### src/clcb_pkg.sv
package clcb_pkg;
  localparam logic [7:0]  ADDR_IOUT_OCW  = 8'h4A;
  localparam logic [7:0]  ADDR_OT_FLT    = 8'h4F;
  localparam logic [7:0]  ADDR_OT_ACT    = 8'h50;
  localparam logic [7:0]  ADDR_OT_WRN    = 8'h51;
  localparam logic [7:0]  ADDR_VIN_OVF   = 8'h55;
  localparam logic [7:0]  ADDR_VIN_ACT   = 8'h56;
  localparam logic [7:0]  ADDR_VIN_UVW   = 8'h58;
  localparam logic [7:0]  ADDR_IIN_OCW   = 8'h5D;
  localparam logic [7:0]  ADDR_PG_ON     = 8'h5E;
  localparam logic [7:0]  ADDR_PG_OFF    = 8'h5F;
  localparam logic [7:0]  ADDR_TON_WAIT  = 8'h60;
  localparam logic [7:0]  ADDR_TON_RAMP  = 8'h61;
  localparam logic [15:0] RST_IOUT_OCW   = 16'hF868;
  localparam logic [15:0] RST_OT_FLT     = 16'h007D;
  localparam logic [7:0]  RST_OT_ACT     = 8'hF9;
  localparam logic [15:0] RST_OT_WRN     = 16'h0069;
  localparam logic [15:0] RST_VIN_OVF    = 16'hF81E;
  localparam logic [7:0]  RST_VIN_ACT    = 8'hB8;
  localparam logic [15:0] RST_VIN_UVW    = 16'hF812;
  localparam logic [15:0] RST_IIN_OCW    = 16'hF80A;
  localparam logic [15:0] RST_PG_ON      = 16'h0114;
  localparam logic [15:0] RST_PG_OFF     = 16'h0105;
  localparam logic [15:0] RST_TON_WAIT   = 16'h0000;
  localparam logic [15:0] RST_TON_RAMP   = 16'h0005;
  // LINEAR11 mantissa field and fixed exponents
  localparam int          L11_MANT_W     = 11;
  localparam logic [4:0]  EXP_HALF       = 5'h1F;
  localparam logic [4:0]  EXP_UNIT       = 5'h00;
  localparam logic [10:0] MAX_HALF_AMP   = 11'h0FE;
  localparam logic [10:0] MAX_DEG        = 11'h096;
  localparam logic [10:0] MIN_HALF_VOLT  = 11'h002;
  localparam logic [10:0] MAX_HALF_VOLT  = 11'h0A0;
  localparam logic [10:0] MAX_MS         = 11'h07F;
  localparam logic [15:0] MIN_PG         = 16'h007B;
  localparam logic [15:0] MAX_PG         = 16'h1C00;
  localparam logic [7:0]  ACT_OT_RETRY   = 8'hF9;
  localparam logic [7:0]  ACT_VIN_LATCH  = 8'hB8;
  localparam logic [7:0]  ACT_IGNORE     = 8'h00;
  localparam real         CLK_MHZ        = 25.0;
  localparam real         MS_TIME        = 1.0;
  localparam int          MS_CYCLES      = int'(MS_TIME * CLK_MHZ * 1000.0);
  localparam int          REG_COUNT      = 12;
  // Warning bit positions in the status output
  localparam int          WB_IOUT        = 0;
  localparam int          WB_IIN         = 1;
  localparam int          WB_OT          = 2;
  localparam int          WB_VIN_UV      = 3;
endpackage : clcb_pkg

### src/clcb_cfg_if.sv
`timescale 1ns/100ps
interface clcb_cfg_if;
  logic [7:0]  ot_act;
  logic [7:0]  vin_act;
  logic [15:0] wait_ms;
  logic [15:0] ramp_ms;
  modport bank (output ot_act, vin_act, wait_ms, ramp_ms);
  modport ctrl (input ot_act, vin_act, wait_ms, ramp_ms);
endinterface : clcb_cfg_if

### src/clcb_top.sv
// Functional notes
// - Both overcurrent warn thresholds take 0 to 127 A in 0.5 A steps, input default 5 A.
// - Overtemperature fault and warn thresholds take 0 to 150 degrees, defaults 125 and 105.
// - With OT action F9h the output stays off while the fault lasts and returns after.
// - With OT action F9h restart is retried without limit until turned off or another fault.
// - The OT action register holds only 00h,16h,22h,36h,C0h,D6h,E2h,F6h or F9h.
// - Input OV fault and UV warn thresholds take 1 to 80 V in 0.5 V steps, defaults 15/9 V.
// - With input OV action B8h the output is off while the fault lasts and restarts once it clears.
// - The input OV action register holds only 00h,16h,22h,36h,B8h,C0h,D6h,E2h or F6h.
// - Power-good levels take 0.24 to 14 V in LINEAR16, defaults 0.54 V and 0.51 V.
// - Turn-on wait and ramp take 0 to 127 ms in 1 ms LINEAR11 steps, defaults 0 and 5 ms.
`timescale 1ns/100ps
module clcb_top
  import clcb_pkg::*;
#(
  parameter logic [15:0] IOUT_OCW_DEF = RST_IOUT_OCW,
  parameter int          MS_CNT       = MS_CYCLES
) (
  input  wire logic        mclk,
  input  wire logic        rst_n,
  input  wire logic        ce,
  input  wire logic        cmd_wr,
  input  wire logic        cmd_rd,
  input  wire logic [7:0]  cmd_addr,
  input  wire logic [15:0] cmd_wdata,
  input  wire logic        on_req,
  input  wire logic        other_fault,
  input  wire logic [10:0] iout_meas,
  input  wire logic [10:0] iin_meas,
  input  wire logic [10:0] temp_meas,
  input  wire logic [10:0] vin_meas,
  input  wire logic [15:0] vout_sense,
  output logic [15:0]      cmd_rdata,
  output logic             cmd_ack,
  output logic             cmd_nack,
  output logic             out_en,
  output logic             pgood,
  output logic [3:0]       warn_stat,
  output logic             ot_flt_stat,
  output logic             vin_flt_stat
);
  import clcb_pkg::*;

  typedef struct packed {
    logic [15:0] iout_ocw;
    logic [15:0] ot_flt;
    logic [7:0]  ot_act;
    logic [15:0] ot_wrn;
    logic [15:0] vin_ovf;
    logic [7:0]  vin_act;
    logic [15:0] vin_uvw;
    logic [15:0] iin_ocw;
    logic [15:0] pg_on;
    logic [15:0] pg_off;
    logic [15:0] ton_wait;
    logic [15:0] ton_ramp;
    logic [15:0] rdata;
    logic        ack;
    logic        nack;
    logic        out_en;
    logic        pgood;
    logic [3:0]  warn;
    logic        ot_flt_s;
    logic        vin_flt_s;
  } clcb_top_s;

  clcb_top_s st_ff;
  clcb_top_s nxt_st;
  clcb_cfg_if cfg ();

  logic       seq_en;
  logic       pg_raw;
  logic       ot_fault;
  logic       vin_fault;
  logic [3:0] warn_now;
  logic       wr_ok;
  logic [15:0] rd_val;
  logic       rd_hit;

  function automatic logic half_ok(input logic [15:0] v, input logic [10:0] lo,
                                   input logic [10:0] hi);
    half_ok = (v[15:11] == EXP_HALF) && (v[10:0] >= lo) && (v[10:0] <= hi);
  endfunction : half_ok

  function automatic logic unit_ok(input logic [15:0] v, input logic [10:0] hi);
    unit_ok = (v[15:11] == EXP_UNIT) && (v[10:0] <= hi);
  endfunction : unit_ok

  function automatic logic ot_code_ok(input logic [7:0] c);
    case (c)
      8'h00, 8'h16, 8'h22, 8'h36, 8'hC0, 8'hD6, 8'hE2, 8'hF6, 8'hF9: ot_code_ok = 1'b1;
      default: ot_code_ok = 1'b0;
    endcase
  endfunction : ot_code_ok

  function automatic logic vin_code_ok(input logic [7:0] c);
    case (c)
      8'h00, 8'h16, 8'h22, 8'h36, 8'hB8, 8'hC0, 8'hD6, 8'hE2, 8'hF6: vin_code_ok = 1'b1;
      default: vin_code_ok = 1'b0;
    endcase
  endfunction : vin_code_ok

  // Fault and warn compares in native measurement units
  assign ot_fault  = (temp_meas >= st_ff.ot_flt[10:0]);
  assign vin_fault = ({vin_meas} >= st_ff.vin_ovf[10:0]);
  assign warn_now[WB_IOUT]   = (iout_meas >= st_ff.iout_ocw[10:0]);
  assign warn_now[WB_IIN]    = (iin_meas >= st_ff.iin_ocw[10:0]);
  assign warn_now[WB_OT]     = (temp_meas >= st_ff.ot_wrn[10:0]);
  assign warn_now[WB_VIN_UV] = (vin_meas < st_ff.vin_uvw[10:0]);

  assign cfg.ot_act  = st_ff.ot_act;
  assign cfg.vin_act = st_ff.vin_act;
  assign cfg.wait_ms = st_ff.ton_wait;
  assign cfg.ramp_ms = st_ff.ton_ramp;

  // Out-of-range writes are refused and leave the register untouched
  always_comb begin
    wr_ok = 1'b0;
    case (cmd_addr)
      ADDR_IOUT_OCW: wr_ok = half_ok(cmd_wdata, 11'h000, MAX_HALF_AMP);
      ADDR_IIN_OCW:  wr_ok = half_ok(cmd_wdata, 11'h000, MAX_HALF_AMP);
      ADDR_OT_FLT:   wr_ok = unit_ok(cmd_wdata, MAX_DEG);
      ADDR_OT_WRN:   wr_ok = unit_ok(cmd_wdata, MAX_DEG);
      ADDR_OT_ACT:   wr_ok = ot_code_ok(cmd_wdata[7:0]);
      ADDR_VIN_ACT:  wr_ok = vin_code_ok(cmd_wdata[7:0]);
      ADDR_VIN_OVF:  wr_ok = half_ok(cmd_wdata, MIN_HALF_VOLT, MAX_HALF_VOLT);
      ADDR_VIN_UVW:  wr_ok = half_ok(cmd_wdata, MIN_HALF_VOLT, MAX_HALF_VOLT);
      ADDR_PG_ON:    wr_ok = (cmd_wdata >= MIN_PG) && (cmd_wdata <= MAX_PG);
      ADDR_PG_OFF:   wr_ok = (cmd_wdata >= MIN_PG) && (cmd_wdata <= MAX_PG);
      ADDR_TON_WAIT: wr_ok = unit_ok(cmd_wdata, MAX_MS);
      ADDR_TON_RAMP: wr_ok = unit_ok(cmd_wdata, MAX_MS);
      default:       wr_ok = 1'b0;
    endcase
  end

  always_comb begin
    rd_hit = 1'b1;
    case (cmd_addr)
      ADDR_IOUT_OCW: rd_val = st_ff.iout_ocw;
      ADDR_OT_FLT:   rd_val = st_ff.ot_flt;
      ADDR_OT_ACT:   rd_val = {8'h00, st_ff.ot_act};
      ADDR_OT_WRN:   rd_val = st_ff.ot_wrn;
      ADDR_VIN_OVF:  rd_val = st_ff.vin_ovf;
      ADDR_VIN_ACT:  rd_val = {8'h00, st_ff.vin_act};
      ADDR_VIN_UVW:  rd_val = st_ff.vin_uvw;
      ADDR_IIN_OCW:  rd_val = st_ff.iin_ocw;
      ADDR_PG_ON:    rd_val = st_ff.pg_on;
      ADDR_PG_OFF:   rd_val = st_ff.pg_off;
      ADDR_TON_WAIT: rd_val = st_ff.ton_wait;
      ADDR_TON_RAMP: rd_val = st_ff.ton_ramp;
      default: begin
        rd_val = 16'h0000;
        rd_hit = 1'b0;
      end
    endcase
  end

  always_comb begin
    nxt_st      = st_ff;
    nxt_st.ack  = 1'b0;
    nxt_st.nack = 1'b0;
    if (cmd_wr) begin
      if (wr_ok) begin
        nxt_st.ack = 1'b1;
        case (cmd_addr)
          ADDR_IOUT_OCW: nxt_st.iout_ocw = cmd_wdata;
          ADDR_OT_FLT:   nxt_st.ot_flt   = cmd_wdata;
          ADDR_OT_ACT:   nxt_st.ot_act   = cmd_wdata[7:0];
          ADDR_OT_WRN:   nxt_st.ot_wrn   = cmd_wdata;
          ADDR_VIN_OVF:  nxt_st.vin_ovf  = cmd_wdata;
          ADDR_VIN_ACT:  nxt_st.vin_act  = cmd_wdata[7:0];
          ADDR_VIN_UVW:  nxt_st.vin_uvw  = cmd_wdata;
          ADDR_IIN_OCW:  nxt_st.iin_ocw  = cmd_wdata;
          ADDR_PG_ON:    nxt_st.pg_on    = cmd_wdata;
          ADDR_PG_OFF:   nxt_st.pg_off   = cmd_wdata;
          ADDR_TON_WAIT: nxt_st.ton_wait = cmd_wdata;
          ADDR_TON_RAMP: nxt_st.ton_ramp = cmd_wdata;
          default:       nxt_st.ack      = 1'b0;
        endcase
      end else begin
        nxt_st.nack = 1'b1;
      end
    end else if (cmd_rd) begin
      nxt_st.rdata = rd_val;
      nxt_st.ack   = rd_hit;
      nxt_st.nack  = !rd_hit;
    end
    nxt_st.out_en    = seq_en;
    nxt_st.pgood     = pg_raw;
    nxt_st.warn      = warn_now;
    nxt_st.ot_flt_s  = ot_fault;
    nxt_st.vin_flt_s = vin_fault;
  end

  // Defaults stand in for the non-volatile load
  always_ff @(posedge mclk) begin
    if (!rst_n) begin
      st_ff          <= '0;
      st_ff.iout_ocw <= IOUT_OCW_DEF;
      st_ff.ot_flt   <= RST_OT_FLT;
      st_ff.ot_act   <= RST_OT_ACT;
      st_ff.ot_wrn   <= RST_OT_WRN;
      st_ff.vin_ovf  <= RST_VIN_OVF;
      st_ff.vin_act  <= RST_VIN_ACT;
      st_ff.vin_uvw  <= RST_VIN_UVW;
      st_ff.iin_ocw  <= RST_IIN_OCW;
      st_ff.pg_on    <= RST_PG_ON;
      st_ff.pg_off   <= RST_PG_OFF;
      st_ff.ton_wait <= RST_TON_WAIT;
      st_ff.ton_ramp <= RST_TON_RAMP;
    end else if (ce) begin
      st_ff <= nxt_st;
    end
  end

  clcb_seq #(
    .MS_CNT (MS_CNT)
  ) u_seq (
    .mclk        (mclk),
    .rst_n       (rst_n),
    .ce          (ce),
    .on_req      (on_req),
    .ot_fault    (ot_fault),
    .vin_fault   (vin_fault),
    .other_fault (other_fault),
    .cfg         (cfg.ctrl),
    .out_en      (seq_en),
    .ramping     ()
  );

  clcb_pgood u_pg (
    .mclk       (mclk),
    .rst_n      (rst_n),
    .ce         (ce),
    .vout_sense (vout_sense),
    .on_level   (st_ff.pg_on),
    .off_level  (st_ff.pg_off),
    .pgood      (pg_raw)
  );

  assign cmd_rdata    = st_ff.rdata;
  assign cmd_ack      = st_ff.ack;
  assign cmd_nack     = st_ff.nack;
  assign out_en       = st_ff.out_en;
  assign pgood        = st_ff.pgood;
  assign warn_stat    = st_ff.warn;
  assign ot_flt_stat  = st_ff.ot_flt_s;
  assign vin_flt_stat = st_ff.vin_flt_s;
endmodule : clcb_top

### src/clcb_pgood.sv
`timescale 1ns/100ps
module clcb_pgood
  import clcb_pkg::*;
(
  input  wire logic        mclk,
  input  wire logic        rst_n,
  input  wire logic        ce,
  input  wire logic [15:0] vout_sense,
  input  wire logic [15:0] on_level,
  input  wire logic [15:0] off_level,
  output logic             pgood
);
  typedef struct packed {logic pg;} clcb_pg_s;
  clcb_pg_s st_ff;
  clcb_pg_s nxt_st;

  always_comb begin
    nxt_st = st_ff;
    if (vout_sense > on_level) begin
      nxt_st.pg = 1'b1;
    end else if (vout_sense < off_level) begin
      nxt_st.pg = 1'b0;
    end
  end

  always_ff @(posedge mclk) begin
    if (!rst_n) begin
      st_ff <= '0;
    end else if (ce) begin
      st_ff <= nxt_st;
    end
  end
  assign pgood = st_ff.pg;
endmodule : clcb_pgood

### src/clcb_seq.sv
`timescale 1ns/100ps
module clcb_seq
  import clcb_pkg::*;
#(
  parameter int MS_CNT = MS_CYCLES
) (
  input  wire logic        mclk,
  input  wire logic        rst_n,
  input  wire logic        ce,
  input  wire logic        on_req,
  input  wire logic        ot_fault,
  input  wire logic        vin_fault,
  input  wire logic        other_fault,
  clcb_cfg_if.ctrl         cfg,
  output logic             out_en,
  output logic             ramping
);
  typedef enum logic [3:0] {
    S_OFF  = 4'b0001,
    S_WAIT = 4'b0010,
    S_RAMP = 4'b0100,
    S_ON   = 4'b1000
  } clcb_st_e;
  typedef struct packed {
    clcb_st_e    st;
    logic [31:0] tick;
    logic [10:0] ms;
    logic        vin_hold;
  } clcb_seq_s;
  clcb_seq_s st_ff;
  clcb_seq_s nxt_st;
  logic ot_block;
  logic vin_block;
  logic ms_done;

  // Output-off actions hold while fault persists; 00h ignores the fault
  assign ot_block  = ot_fault && (cfg.ot_act != ACT_IGNORE);
  assign vin_block = (vin_fault && (cfg.vin_act != ACT_IGNORE)) || st_ff.vin_hold;
  assign ms_done   = (st_ff.tick == 32'(MS_CNT - 1));

  always_comb begin
    nxt_st = st_ff;
    nxt_st.tick = ms_done ? 32'h0 : st_ff.tick + 32'h1;
    if (ms_done) begin
      nxt_st.ms = st_ff.ms + 11'h1;
    end
    // Latch under B8h until fault clears; then restart
    if (cfg.vin_act == ACT_VIN_LATCH) begin
      nxt_st.vin_hold = vin_fault;
    end else begin
      nxt_st.vin_hold = 1'b0;
    end
    if (!on_req || other_fault || ot_block || vin_block) begin
      // Retry forever: return to off and restart once clear
      nxt_st.st   = S_OFF;
      nxt_st.tick = 32'h0;
      nxt_st.ms   = 11'h0;
    end else begin
      case (st_ff.st)
        S_OFF: begin
          nxt_st.st   = S_WAIT;
          nxt_st.tick = 32'h0;
          nxt_st.ms   = 11'h0;
        end
        S_WAIT: begin
          if (st_ff.ms >= cfg.wait_ms[10:0]) begin
            nxt_st.st   = S_RAMP;
            nxt_st.tick = 32'h0;
            nxt_st.ms   = 11'h0;
          end
        end
        S_RAMP: begin
          if (st_ff.ms >= cfg.ramp_ms[10:0]) begin
            nxt_st.st = S_ON;
          end
        end
        S_ON: nxt_st.st = S_ON;
        default: nxt_st.st = S_OFF;
      endcase
    end
  end

  always_ff @(posedge mclk) begin
    if (!rst_n) begin
      st_ff    <= '0;
      st_ff.st <= S_OFF;
    end else if (ce) begin
      st_ff <= nxt_st;
    end
  end
  assign out_en  = (st_ff.st == S_RAMP) || (st_ff.st == S_ON);
  assign ramping = (st_ff.st == S_RAMP);
endmodule : clcb_seq

### config.mk
export PLATFORM = sky130hd
export DESIGN_NAME = clcb_top
export DESIGN_NICKNAME = d
export VERILOG_FILES = /design/src/clcb_pkg.sv /design/src/clcb_cfg_if.sv /design/src/clcb_top.sv /design/src/clcb_pgood.sv /design/src/clcb_seq.sv
export SDC_FILE = /design/constraint.sdc
export NUM_CORES = 1
export LEC_CHECK = 0
export BUFFER_PORTS_ARGS = -buffer_cell sky130_fd_sc_hd__buf_2
export CAP_MARGIN = 20
export CORE_MARGIN = 5
export CORE_UTILIZATION = 35
export DETAILED_ROUTE_END_ITERATION = 6
export HOLD_SLACK_MARGIN = 0.02
export SYNTH_ARGS = -nofsm -noshare
export SYNTH_HDL_FRONTEND = slang
export SYNTH_SLANG_ARGS = --single-unit
### constraint.sdc
create_clock -name mclk -period 4.45 [get_ports mclk]
set_input_delay 0.2225 -clock mclk [delete_from_list [all_inputs] [get_ports mclk]]
set_output_delay 0.2225 -clock mclk [all_outputs]
set_load 0.01 [all_outputs]
* Word-level counts from Yosys, hierarchy flattened
Index checks and enable logic that the tools add are counted.
Storage, ports and cells: bits in registers 251, bits in latches 0, bits in writable memories 0, ROM bits 0, input bits 91, output and inout port bits 26, logic and storage cells 139, memories kept 0
Operators by class: $add $sub $neg 2, multiply operators 0, divide/modulo/power cells 0, magnitude comparators 18, eq/ne operators 30, shift operators 0, muxes and demuxes 19, bitwise operators 1, reduce and logical (&&, ||, !) cells 44
Operators with widths (number):
- $pmux 16 s12 | 1
- $eq 8x7->1 const B | 12
- $mux 47 | 2
- $pmux 43 s2 | 1
- $ge 11x11->1 | 7
- $eq 8x8->1 const B | 7
- $reduce_and 4->1 | 12
- $le 11x8->1 const B | 3
- $add 32x1->32 const B | 1
- $eq 32x15->1 const B | 1
- $mux 32 | 1
- $reduce_or 9->1 | 2
- $eq 8x6->1 const B | 2
- $ge 16x7->1 const B | 1
- $gt 16x16->1 | 1
- $le 16x13->1 const B | 1
- $lt 16x16->1 | 1
- $pmux 4 s4 | 1
- $reduce_bool 8->1 | 2
- $reduce_or 12->1 | 1
- $add 11x1->11 const B | 1
- $ge 11x1->1 const B | 1
- $ge 11x2->1 const B | 1
- $le 11x7->1 const B | 1
- other kinds (24) | 50

* Depth between registers and ports, before layout
Gate-level depths: netlist of the first run.
word-level depth 6, mapped depth 10, gate-level depth less buffers 9

* Cells and area by module
Synthesis of the first run repeated with hierarchy kept, for this count alone.
Second synthesis, totals: cells, all modules 1629, area total of the unflattened synthesis 14395.1 µm²
By module, submodules not included:
- clcb_top | times used 1, cells an instance 1071, area an instance 10183.5 µm², sequential area each 4043.9 µm²
- clcb_seq | times used 1, cells an instance 443, area an instance 3397.0 µm², sequential area each 960.9 µm²
- clcb_pgood | times used 1, cells an instance 115, area an instance 814.5 µm², sequential area each 20.0 µm²

* Worst setup path after synthesis of the first run
OpenSTA, ideal clock, no wires.
kind input -> register, from in cmd_addr[4], to reg st_ff[105] in the netlist's numbering, library setup time 0.123 ns, data arrival time 2.516 ns, required time 4.327 ns, path slack 1.811 ns, stages 10, path buffers 3, cells stage by stage buf_2 > or3b_1 > nor4_1 > o31ai_1 > a311oi_1 > buf_6 > a211o_1 > buf_2 > nand2_1 > or2_2
Between the ends: cells in the longest elaborated chain, start to end 4
RTL lines:
- start: declaration | RTL line clcb_top.sv:24 | input wire logic [7:0] cmd_addr,
- $eq 8x7->1 (on tied branches) | RTL line clcb_top.sv:119, clcb_top.sv:165
- $reduce_or 2->1 (no source line)
- $pmux 1 s7 | RTL line clcb_top.sv:119 | case (cmd_addr)
- $reduce_and 4->1 (no source line) *
- end signal: assignment | RTL line clcb_top.sv:212 | st_ff <= nxt_st;
- end: declaration | RTL line clcb_top.sv:67 | clcb_top_s st_ff;
Mark *: on every way between the ends. The rest lies on a longest branch, timed or not. A chain may end at the register's enable or synchronous reset.

* Worst setup path after layout of the first run
from reg, netlist name cfg.ot_act[3], to reg u_seq.st_ff[28] in the netlist's numbering
Between the ends: cells in the longest elaborated chain, start to end 5
RTL lines:
- $reduce_bool 8->1 | RTL line clcb_seq.sv:37 | assign ot_block = ot_fault && (cfg.ot_act != ACT_IGNORE);
- $logic_and 1x1->1 | RTL line clcb_seq.sv:37
- $logic_or 1x1->1 (2 in a row) | RTL line clcb_seq.sv:53 | if (!on_req || other_fault || ot_block || vin_block) begin
- $mux 47 | RTL line clcb_seq.sv:53
- end signal: assignment | RTL line clcb_seq.sv:88 | st_ff <= nxt_st;
- end: declaration | RTL line clcb_seq.sv:30 | clcb_seq_s st_ff;
Every way passes these cells.

==> reports/metrics.yaml, run 1 <==
sta:
  tns_ps: 0
  slew_violations: 0
  rsz0062_at_grt: "no"
  finalCritPeriodShare: 0.6966
  max_slew_margin: 0.2326
  post-route-min-period_ps: 3100
  skew_ps: 10.07
  fin_ws_ps: 1350
  worst_slew_pin_slew_ps: 1139
  setup_viol: 0
  whs_ps: 58.59
  hold_violations: 0
  fmax_ghz: 0.3226
layout:
  nNetsFinal: 1907
  syn2layout_area_growth_pct: 13.73
  antennaDiodeCount: 0
  drive_gt1_frac: 0.1308
  multi_input_area_um2: 7851
  fillCellCount: 3952
  final_area_um2: 15770
  seqCellArea_um2: 5025
  fin_cells: 2237
routing:
  ant_nets: 0
  firstDrtPassIters: 5
  wl_per_cell_um: 20.14
  met1_length_um: 20400
  top_layer: "met4"
  drc_errors: 0
  wl_met3_um: 2858
  via_count: 12310
  vias_per_cell: 5.502
  wl_um: 45060
  dr_wl_met2_um: 20380
  drt_iter0_markers: 1206
critical_path:
  arrival_ps: 3560
  r2r_end: "u_seq.st_ff[28]"
  required_ps: 4910
  path_cells: "nor4_1 > nand2_1 > a2111oi_0 > o21ai_0 > a211oi_1 > buf_4 > nand3_1 > o21ai_0"
  cp_max_fo: 16
  crit_path_end_kind: "register"
  critPathMostFrequentCell: "o21ai_0"
  crit_family: "compound AO/OA/AOI/OAI gates"
  crit_slowest_cell: "o21ai_0"
  crit_type: "reg2reg"
  cp-start-kind: "register"
  reg2reg_slack_ps: 1350
  cp_num_buf_inv: 1
  r2r_cells: 8
  slowest_delay_ps: 490
  regToRegStartpoint: "cfg.ot_act[3]"
placement:
  dpl_cell_area_um2: 14850
  placedCellCount: 2191
  numPortBuffers: 116
  hpwl_um: 33790
  gp_congestion: 0.8892
  pre_cts_ws_ps: 1032
logic_synthesis:
  synthFlopType: "dfxtp_1"
  synth_cell_types: 74
  netlist_instances: 1623
  yosysTopAreaCell: "dfxtp_1"
  synth_area_um2: 13870
  async_flop_share: 0
  syn_nets: 1834
  synth_area_leaders: "dfxtp_1 36%, ha_1 11%, mux2i_1 5.8%"
  post_synth.cell_area_avg_um2: 8.543
  ys_warn_count: 0
  ys_seq_elements: 251
  netlist.area_leader.share: 0.3624
  synth_edf_count: 0
  ys_seq_area_frac: 0.3624
die:
  chipHeight_um: 209.0
  core_um2: 39460
  start_util: 0.3514
  rows: 73
  ios: 117
  die_area_um2: 43700
  fp.dieW_um: 209.0
pwr:
  p_leak_uw: 0.006298
  swShare: 0.2382
  p_int_uw: 3807
  seqPwrFrac: 0.454
  vdd_drop_max_uv: 219.1
  p_clk_frac: 0.471
  switching_power_uw: 1191
  p_per_area_nw_per_um2: 316.9
  comb_power_share: 0.075
clocking:
  clockRootBuffer: "clkbuf_16"
  cts_tree: "yes"
  clock_sinks: 251
  cts_buffer_depth: 3
  cts_setup_buffers: 0
  clk_latency_ps: 540
  numCtsBuffers: 27
  cts_resized: 0
  hold_buffers: 0
  htreeDepth: 1
  cts.clk_slew.worst_paths_ps: 70
min_path:
  hold_end: "u_seq.st_ff[44]"
  min_path_type: "in2reg"
  hold_depth: 2
  min_from: "rst_n"
global_routing:
  grt_usage: 0.1976
  grt_overflow_total: 0
  grt_max_degree: 88
  grt_pass1_vias: 11730
  grt_pass1_wl_um: 69050
  antenna_found_initial: 0
run:
  cap_violations: 0
status:
  status: "completed"
[worst max-delay path by stage]
stage | to | start | depth (start not counted) | slack, ps
5_1_grt | u_seq.st_ff[28] | cfg.ot_act[3] | 8 | 1110
2_1_floorplan | st_ff[105] | cmd_addr[4] | 10 | 1810
3_5_place_dp | st_ff[132] | cmd_addr[4] | 11 | 1030
6_report | u_seq.st_ff[28] | cfg.ot_act[3] | 8 | 1350
4_1_cts | u_seq.st_ff[28] | cfg.ot_act[3] | 8 | 1430
3_3_place_gp | st_ff[133] | cmd_addr[4] | 11 | 1080
[through the flow]
step                        util  total power, uW
after CTS                 0.3995             5038
after detailed placement  0.3765             2691
final                     0.3997             4998
after floorplan                -             2536
after global routing      0.3997             5161
after global placement    0.3765             2685
[registers in the layout (all words and copies together), names as in the netlist, 4 cells and up]
register / cells
st_ff: 128
u_seq.st_ff: 48
cfg.ramp_ms: 16
cfg.wait_ms: 16
cmd_rdata: 16
cfg.ot_act: 8
cfg.vin_act: 8
warn_stat: 4
[cell type report]
cell class	count	area share
repair buffers	149	0.05268
clock buffers	36	0.04816
multi-input cells	1135	0.4979
flip-flops and latches	251	0.3186
inverters	132	0.03158
clock inverters	9	0.009441
well taps	525	0.04165
[cells in the mapped netlist (17+ instances only)]
cell type  instances
nand2_1          133
o211ai_1          19
a221oi_1          18
a21oi_1           66
and2_1            25
a21o_1            18
and3_1            27
nand4_1           24
clkbuf_1          65
a22oi_1           28
inv_1            131
ha_1             120
dfxtp_1          251
nand3_1           50
o21ai_0           75
mux2i_1           81
nor4_1            17
buf_4             21
nor2_1           135
nor3_1            46
[layout by cell type, fill, tap and decap left out, types with 8 or more instances in the layout]
cell type	count
dfxtp_1	251
nor2_1	134
nand2_1	133
inv_1	131
ha_1	120
buf_2	115
mux2i_1	81
o21ai_0	75
a21oi_1	66
nand3_1	50
nor3_1	45
buf_4	34
a22oi_1	28
and3_1	27
clkbuf_16	27
and2_1	25
nand4_1	24
o211ai_1	19
a21o_1	18
a221oi_1	18
nor4_1	17
or3_1	16
or2_2	16
a22o_1	16
o31ai_1	15
nand2b_1	14
a211o_1	14
a222oi_1	13
a31oi_1	12
xor2_1	12
nor2b_1	11
and4_1	10
nor3b_1	8
xnor2_1	8
[power by group through the flow]
stage | clock network [uW] | logic (uW) | registers [uW]
5_1_grt | 2480 | 409 | 2270
6_report | 2350 | 374 | 2270
2_1_floorplan | 0 | 218 | 2320
3_3_place_gp | 0 | 365 | 2320
4_1_cts | 2400 | 373 | 2270
3_5_place_dp | 0 | 371 | 2320
[cells by family after synthesis]
logic type,after synthesis,synth area share
fa+ha+maj,120,0.1083
mux,81,0.05847
compound gates,354,0.1797
simple gates,560,0.2062
buf+inv,237,0.07237
flops,251,0.3624
xor+xnor,20,0.01263
[routing by layer]
metal  global-route usage  up-vias
li1                     -     5975
met1               0.2758     5848
met2               0.3211      410
met3              0.02657       75
met4              0.05581        0
met5                    0        -
No activity file was read; power rests on OpenSTA's default activity.
==> run 2, diff against run 1 <==
- clock period: 4.45 -> 2.9 ns (I/O delays scaled with it)
==> reports/metrics.yaml, run 2 (same netlist as run 1, synthesis figures left out) <==
clocking:
  numCtsBuffers: 28
  cts.clk_slew.worst_paths_ps: 70
  cts_tree: "yes"
  clock_sinks: 251
  htreeDepth: 1
  clk_latency_ps: 550
  clockRootBuffer: "clkbuf_16"
  cts_buffer_depth: 3
routing:
  via_count: 12640
  drt_iter0_markers: 1098
  wl_um: 45800
  firstDrtPassIters: 6
  vias_per_cell: 5.541
  drc_errors: 0
  wl_per_cell_um: 20.08
  ant_nets: 0
global_routing:
  antenna_found_initial: 1
  grt_max_degree: 62
  grt_usage: 0.2015
  grt_pass1_vias: 12270
  grt_pass1_wl_um: 70430
  grt_overflow_total: 0
layout:
  nNetsFinal: 1945
  largest_register_ffs: 128
  final_common_cell: "dfxtp_1"
  largest-register: "st_ff"
  fillCellCount: 3959
  syn2layout_area_growth_pct: 17.24
  final_cell_mix: "251 x dfxtp_1, 134 x nor2_1, 133 x nand2_1, 131 x inv_1, 120 x ha_1"
  drive_gt1_frac: 0.1521
  reg_top3: "st_ff: 128 flops, u_seq.st_ff: 48 flops"
  antennaDiodeCount: 0
  fin_util: 0.4120
die:
  fp.dieW_um: 209.0
  chipHeight_um: 209.0
  ios: 117
  rows: 73
  core_um2: 39460
  start_util: 0.3514
  die_area_um2: 43700
critical_path:
  cp_max_fo: 16
  r2r_cells: 11
  required_ps: 3330
  reg2reg_slack_ps: 130
  arrival_ps: 3200
  crit_path_end_kind: "register"
  cp-start-kind: "register"
  crit_type: "reg2reg"
status:
  status: "completed"
sta:
  slew_violations: 0
  max_slew_margin: 0.5109
  post-route-min-period_ps: 2770
  hold_violations: 0
  worst_slew_pin_slew_ps: 731.8
  skew_ps: 16.87
  finalCritPeriodShare: 0.9551
  rsz0062_at_grt: "no"
  fmax_ghz: 0.3611
  setup_viol: 0
  tns_ps: 0
pwr:
  p_leak_uw: 0.006530
  p_per_area_nw_per_um2: 487.8
  p_clk_frac: 0.483
  swShare: 0.2498
  switching_power_uw: 1981
  p_int_uw: 5949
  comb_power_share: 0.078
  vdd_drop_max_uv: 305.5
  seqPwrFrac: 0.439
placement:
  numPortBuffers: 116
  hpwl_um: 34850
  gp_congestion: 0.9175
min_path:
  min_path_type: "in2reg"
  hold_depth: 3
run:
  cap_violations: 0
## run 2: changes by cell type in the layout (fill, tap and decap cells not counted), moves of 4 or more
cell / change
clkbuf_1: -4
clkinv_4: +4
buf_4: +24
buf_12: +8
dlygate4sd3_1: +5
clkinvlp_4: +6
## run 2: power by group through the flow
stage	Sequential, uW	Clock (uW)	Combinational (uW)
2_1_floorplan	3560	0	334
3_3_place_gp	3560	0	594
3_5_place_dp	3560	0	605
4_1_cts	3480	3900	614
5_1_grt	3480	4030	673
6_report	3480	3830	618
## run 2: final timing paths
check	start	endpoint
setup / recovery	st_ff[136]	u_seq.st_ff[43]
hold / removal	cmd_wdata[10]	st_ff[84]
setup reg to reg	st_ff[136]	u_seq.st_ff[43]
hold reg to reg	st_ff[121]	st_ff[121]
## run 2: area by class of cell
class	instances	area (um2)	area share
Multi-Input combinational cell	1135	7851	0.4830
Sequential cell	251	5025	0.3091
Timing Repair Buffer	186	1221	0.07512
Clock buffer	31	753.2	0.04634
Tap cell	525	656.9	0.04041
Inverter	132	498.0	0.03063
Clock inverter	21	250.2	0.01539
## run 2: per-stage QoR
stage / setup slack, ps / instance area [um2] / hold WS (ps) / std cells / power (uW)
finish: 130.3 / 16260 / 25.86 / 2281 / 7929
global route: 4.855 / 16260 / 30.59 / 2281 / 8184
CTS: 59.88 / 16260 / 25.53 / 2281 / 7995
detailed placement: 93.45 / 15200 / 429.7 / 2224 / 4166
global placement: 189.7 / 15200 / 426.9 / 2224 / 4155
floorplan: 338.6 / 13870 / 262.8 / 1623 / 3891
## run 2: repair_timing
action | CTS | global route
resized for setup | 0 | 1
hold buffers | 5 | 0
buffers inserted | 0 | 0
hold endpoints to repair | 13 | 0
setup endpoints to repair | 0 | 9
## run 2: metal layers
metal | share of wire | up-vias | GRT usage
li1 | - | 6044 | -
met1 | 0.44 | 6045 | 0.2702
met2 | 0.45 | 459 | 0.3247
met3 | 0.072 | 91 | 0.03948
met4 | 0.041 | 0 | 0.07066
met5 | 0 | - | 0
## run 2: worst max-delay path: stages, from the launching register on
cell and delay, ps:
dfxtp_1 380, inv_1 60, ha_1 280, nand2_1 70, o21ai_0 160, a21oi_1 60, buf_4 160, o21ai_1 570
a211oi_1 240, buf_12 220, and3_1 220, a22o_1 240
==> run 3, diff against run 2 <==
- CORE_UTILIZATION: 35 -> 61
- PLACE_DENSITY: default -> 0.81
==> reports/metrics.yaml, run 3 (same netlist as run 1, synthesis figures left out) <==
status:
  status: "completed"
sta:
  rsz0062_at_grt: "no"
  fin_ws_ps: 111.5
  worst_slew_pin_slew_ps: 843.3
  slew_violations: 0
  finalCritPeriodShare: 0.9615
  fmax_ghz: 0.3586
  skew_ps: 11.38
  post-route-min-period_ps: 2788
  tns_ps: 0
  max_slew_margin: 0.4372
  hold_violations: 0
  setup_viol: 0
pwr:
  p_leak_uw: 0.006479
  power.total_uw: 7547
  vdd_drop_max_uv: 462.9
  p_per_area_nw_per_um2: 477.0
die:
  die_area_um2: 25850
  fp.dieW_um: 160.8
  rows: 55
  chipHeight_um: 160.8
  start_util: 0.6162
  core_um2: 22500
  ios: 117
clocking:
  numCtsBuffers: 26
  cts_tree: "yes"
  cts_setup_buffers: 0
  clockRootBuffer: "clkbuf_16"
  clk_latency_ps: 530
  clock_sinks: 251
  cts_buffer_depth: 3
  htreeDepth: 1
  cts.clk_slew.worst_paths_ps: 60
critical_path:
  arrival_ps: 3190
  crit_type: "in2reg"
  crit_slowest_cell: "or4_1"
  cp-start-kind: "input port"
  critPathMostFrequentCell: "a311oi_2"
  reg2reg_slack_ps: 220
  slowest_delay_ps: 590
  regToRegStartpoint: "st_ff[177]"
  path_cells: "dlygate4sd3_1 > buf_2 > or3_1 > or4_1 > a311oi_2 > a311oi_2 > buf_12 > a211o_1 > buf_4 > mux2i_1 > nor2_1"
  crit_path_end_kind: "register"
  setup.worst_path.start: "cmd_wdata[8]"
  cp_max_fo: 11
  required_ps: 3300
layout:
  multi_input_area_um2: 7869
  reg_top3: "st_ff: 128 flops, u_seq.st_ff: 48 flops"
  fin_util: 0.7030
  final_cell_mix: "251 x dfxtp_1, 134 x nor2_1, 133 x nand2_1, 131 x inv_1, 120 x ha_1"
  antennaDiodeCount: 0
  drive_gt1_frac: 0.1469
  syn2layout_area_growth_pct: 14.10
  fillCellCount: 1745
  nNetsFinal: 1941
  largest_register_ffs: 128
  seqCellArea_um2: 5025
  largest-register: "st_ff"
  final_common_cell: "dfxtp_1"
placement:
  numPortBuffers: 116
  pre_cts_ws_ps: 81.15
  hpwl_um: 32490
  gp_congestion: 0.9949
routing:
  drt_iter0_markers: 1426
  drc_errors: 0
  firstDrtPassIters: 6
  wl_per_cell_um: 21.23
  ant_nets: 0
  via_count: 13120
  vias_per_cell: 6.448
  wl_um: 43200
min_path:
  min_from: "cmd_wdata[10]"
  min_path_type: "in2reg"
run:
  cap_violations: 0
global_routing:
  grt_overflow_total: 0
  antenna_found_initial: 0
  grt_usage: 0.3197
  grt_pass1_vias: 12470
  grt_max_degree: 51
  grt_pass1_wl_um: 67190
run 3: metrics by stage:
stage / hold WS (ps) / std cells / instance area (um2)
floorplan: 262.8 / 1623 / 13870
global placement: 428.1 / 1979 / 14830
detailed placement: 430.1 / 1979 / 14830
CTS: 20.59 / 2035 / 15800
global route: 31.23 / 2035 / 15820
finish: 36.59 / 2035 / 15820
run 3: critical path, delay by kind of cell:
family | cells | cell delay, ps
AOI/OAI and AO/OA | 3 | 730
muxes | 1 | 160
buffers and inverters | 4 | 1100
and+or+nand+nor | 3 | 1040
run 3: report_power, final:
part / internal, uW / total, uW / leakage [uW] / switching [uW]
clock: 2060 / 3460 / 0.000446 / 1400
combinational: 219 / 603 / 0.00401 / 383
sequential: 3470 / 3490 / 0.00203 / 16.9
run 3: path summary, 6_finish.rpt:
check	endpoint	depth (start not counted)
setup / recovery	st_ff[90]	11
hold / removal	st_ff[68]	3
setup reg to reg	u_seq.st_ff[43]	11
hold reg to reg	st_ff[144]	1
run 3: area by class of cell:
| class | count | area share |
|---|---|---|
| well taps | 285 | 0.02254 |
| clock inverters | 10 | 0.006881 |
| multi-input cells | 1135 | 0.4974 |
| clock buffers | 38 | 0.04975 |
| flip-flops and latches | 251 | 0.3176 |
| inverters | 132 | 0.03148 |
| repair buffers | 184 | 0.07434 |
run 3: per-layer routing:
layer	routed length (um)	GRT usage
met5	0	0
met4	1742	0.1144
met3	4746	0.06441
met2	18780	0.4964
met1	17930	0.4441
run 3: timing repair:
action / in CTS / in global routing
setup endpoints to repair: 0 / 17
endpoints found under the hold margin: 15 / 0
resized for setup: 0 / 4
hold buffers: 8 / 0
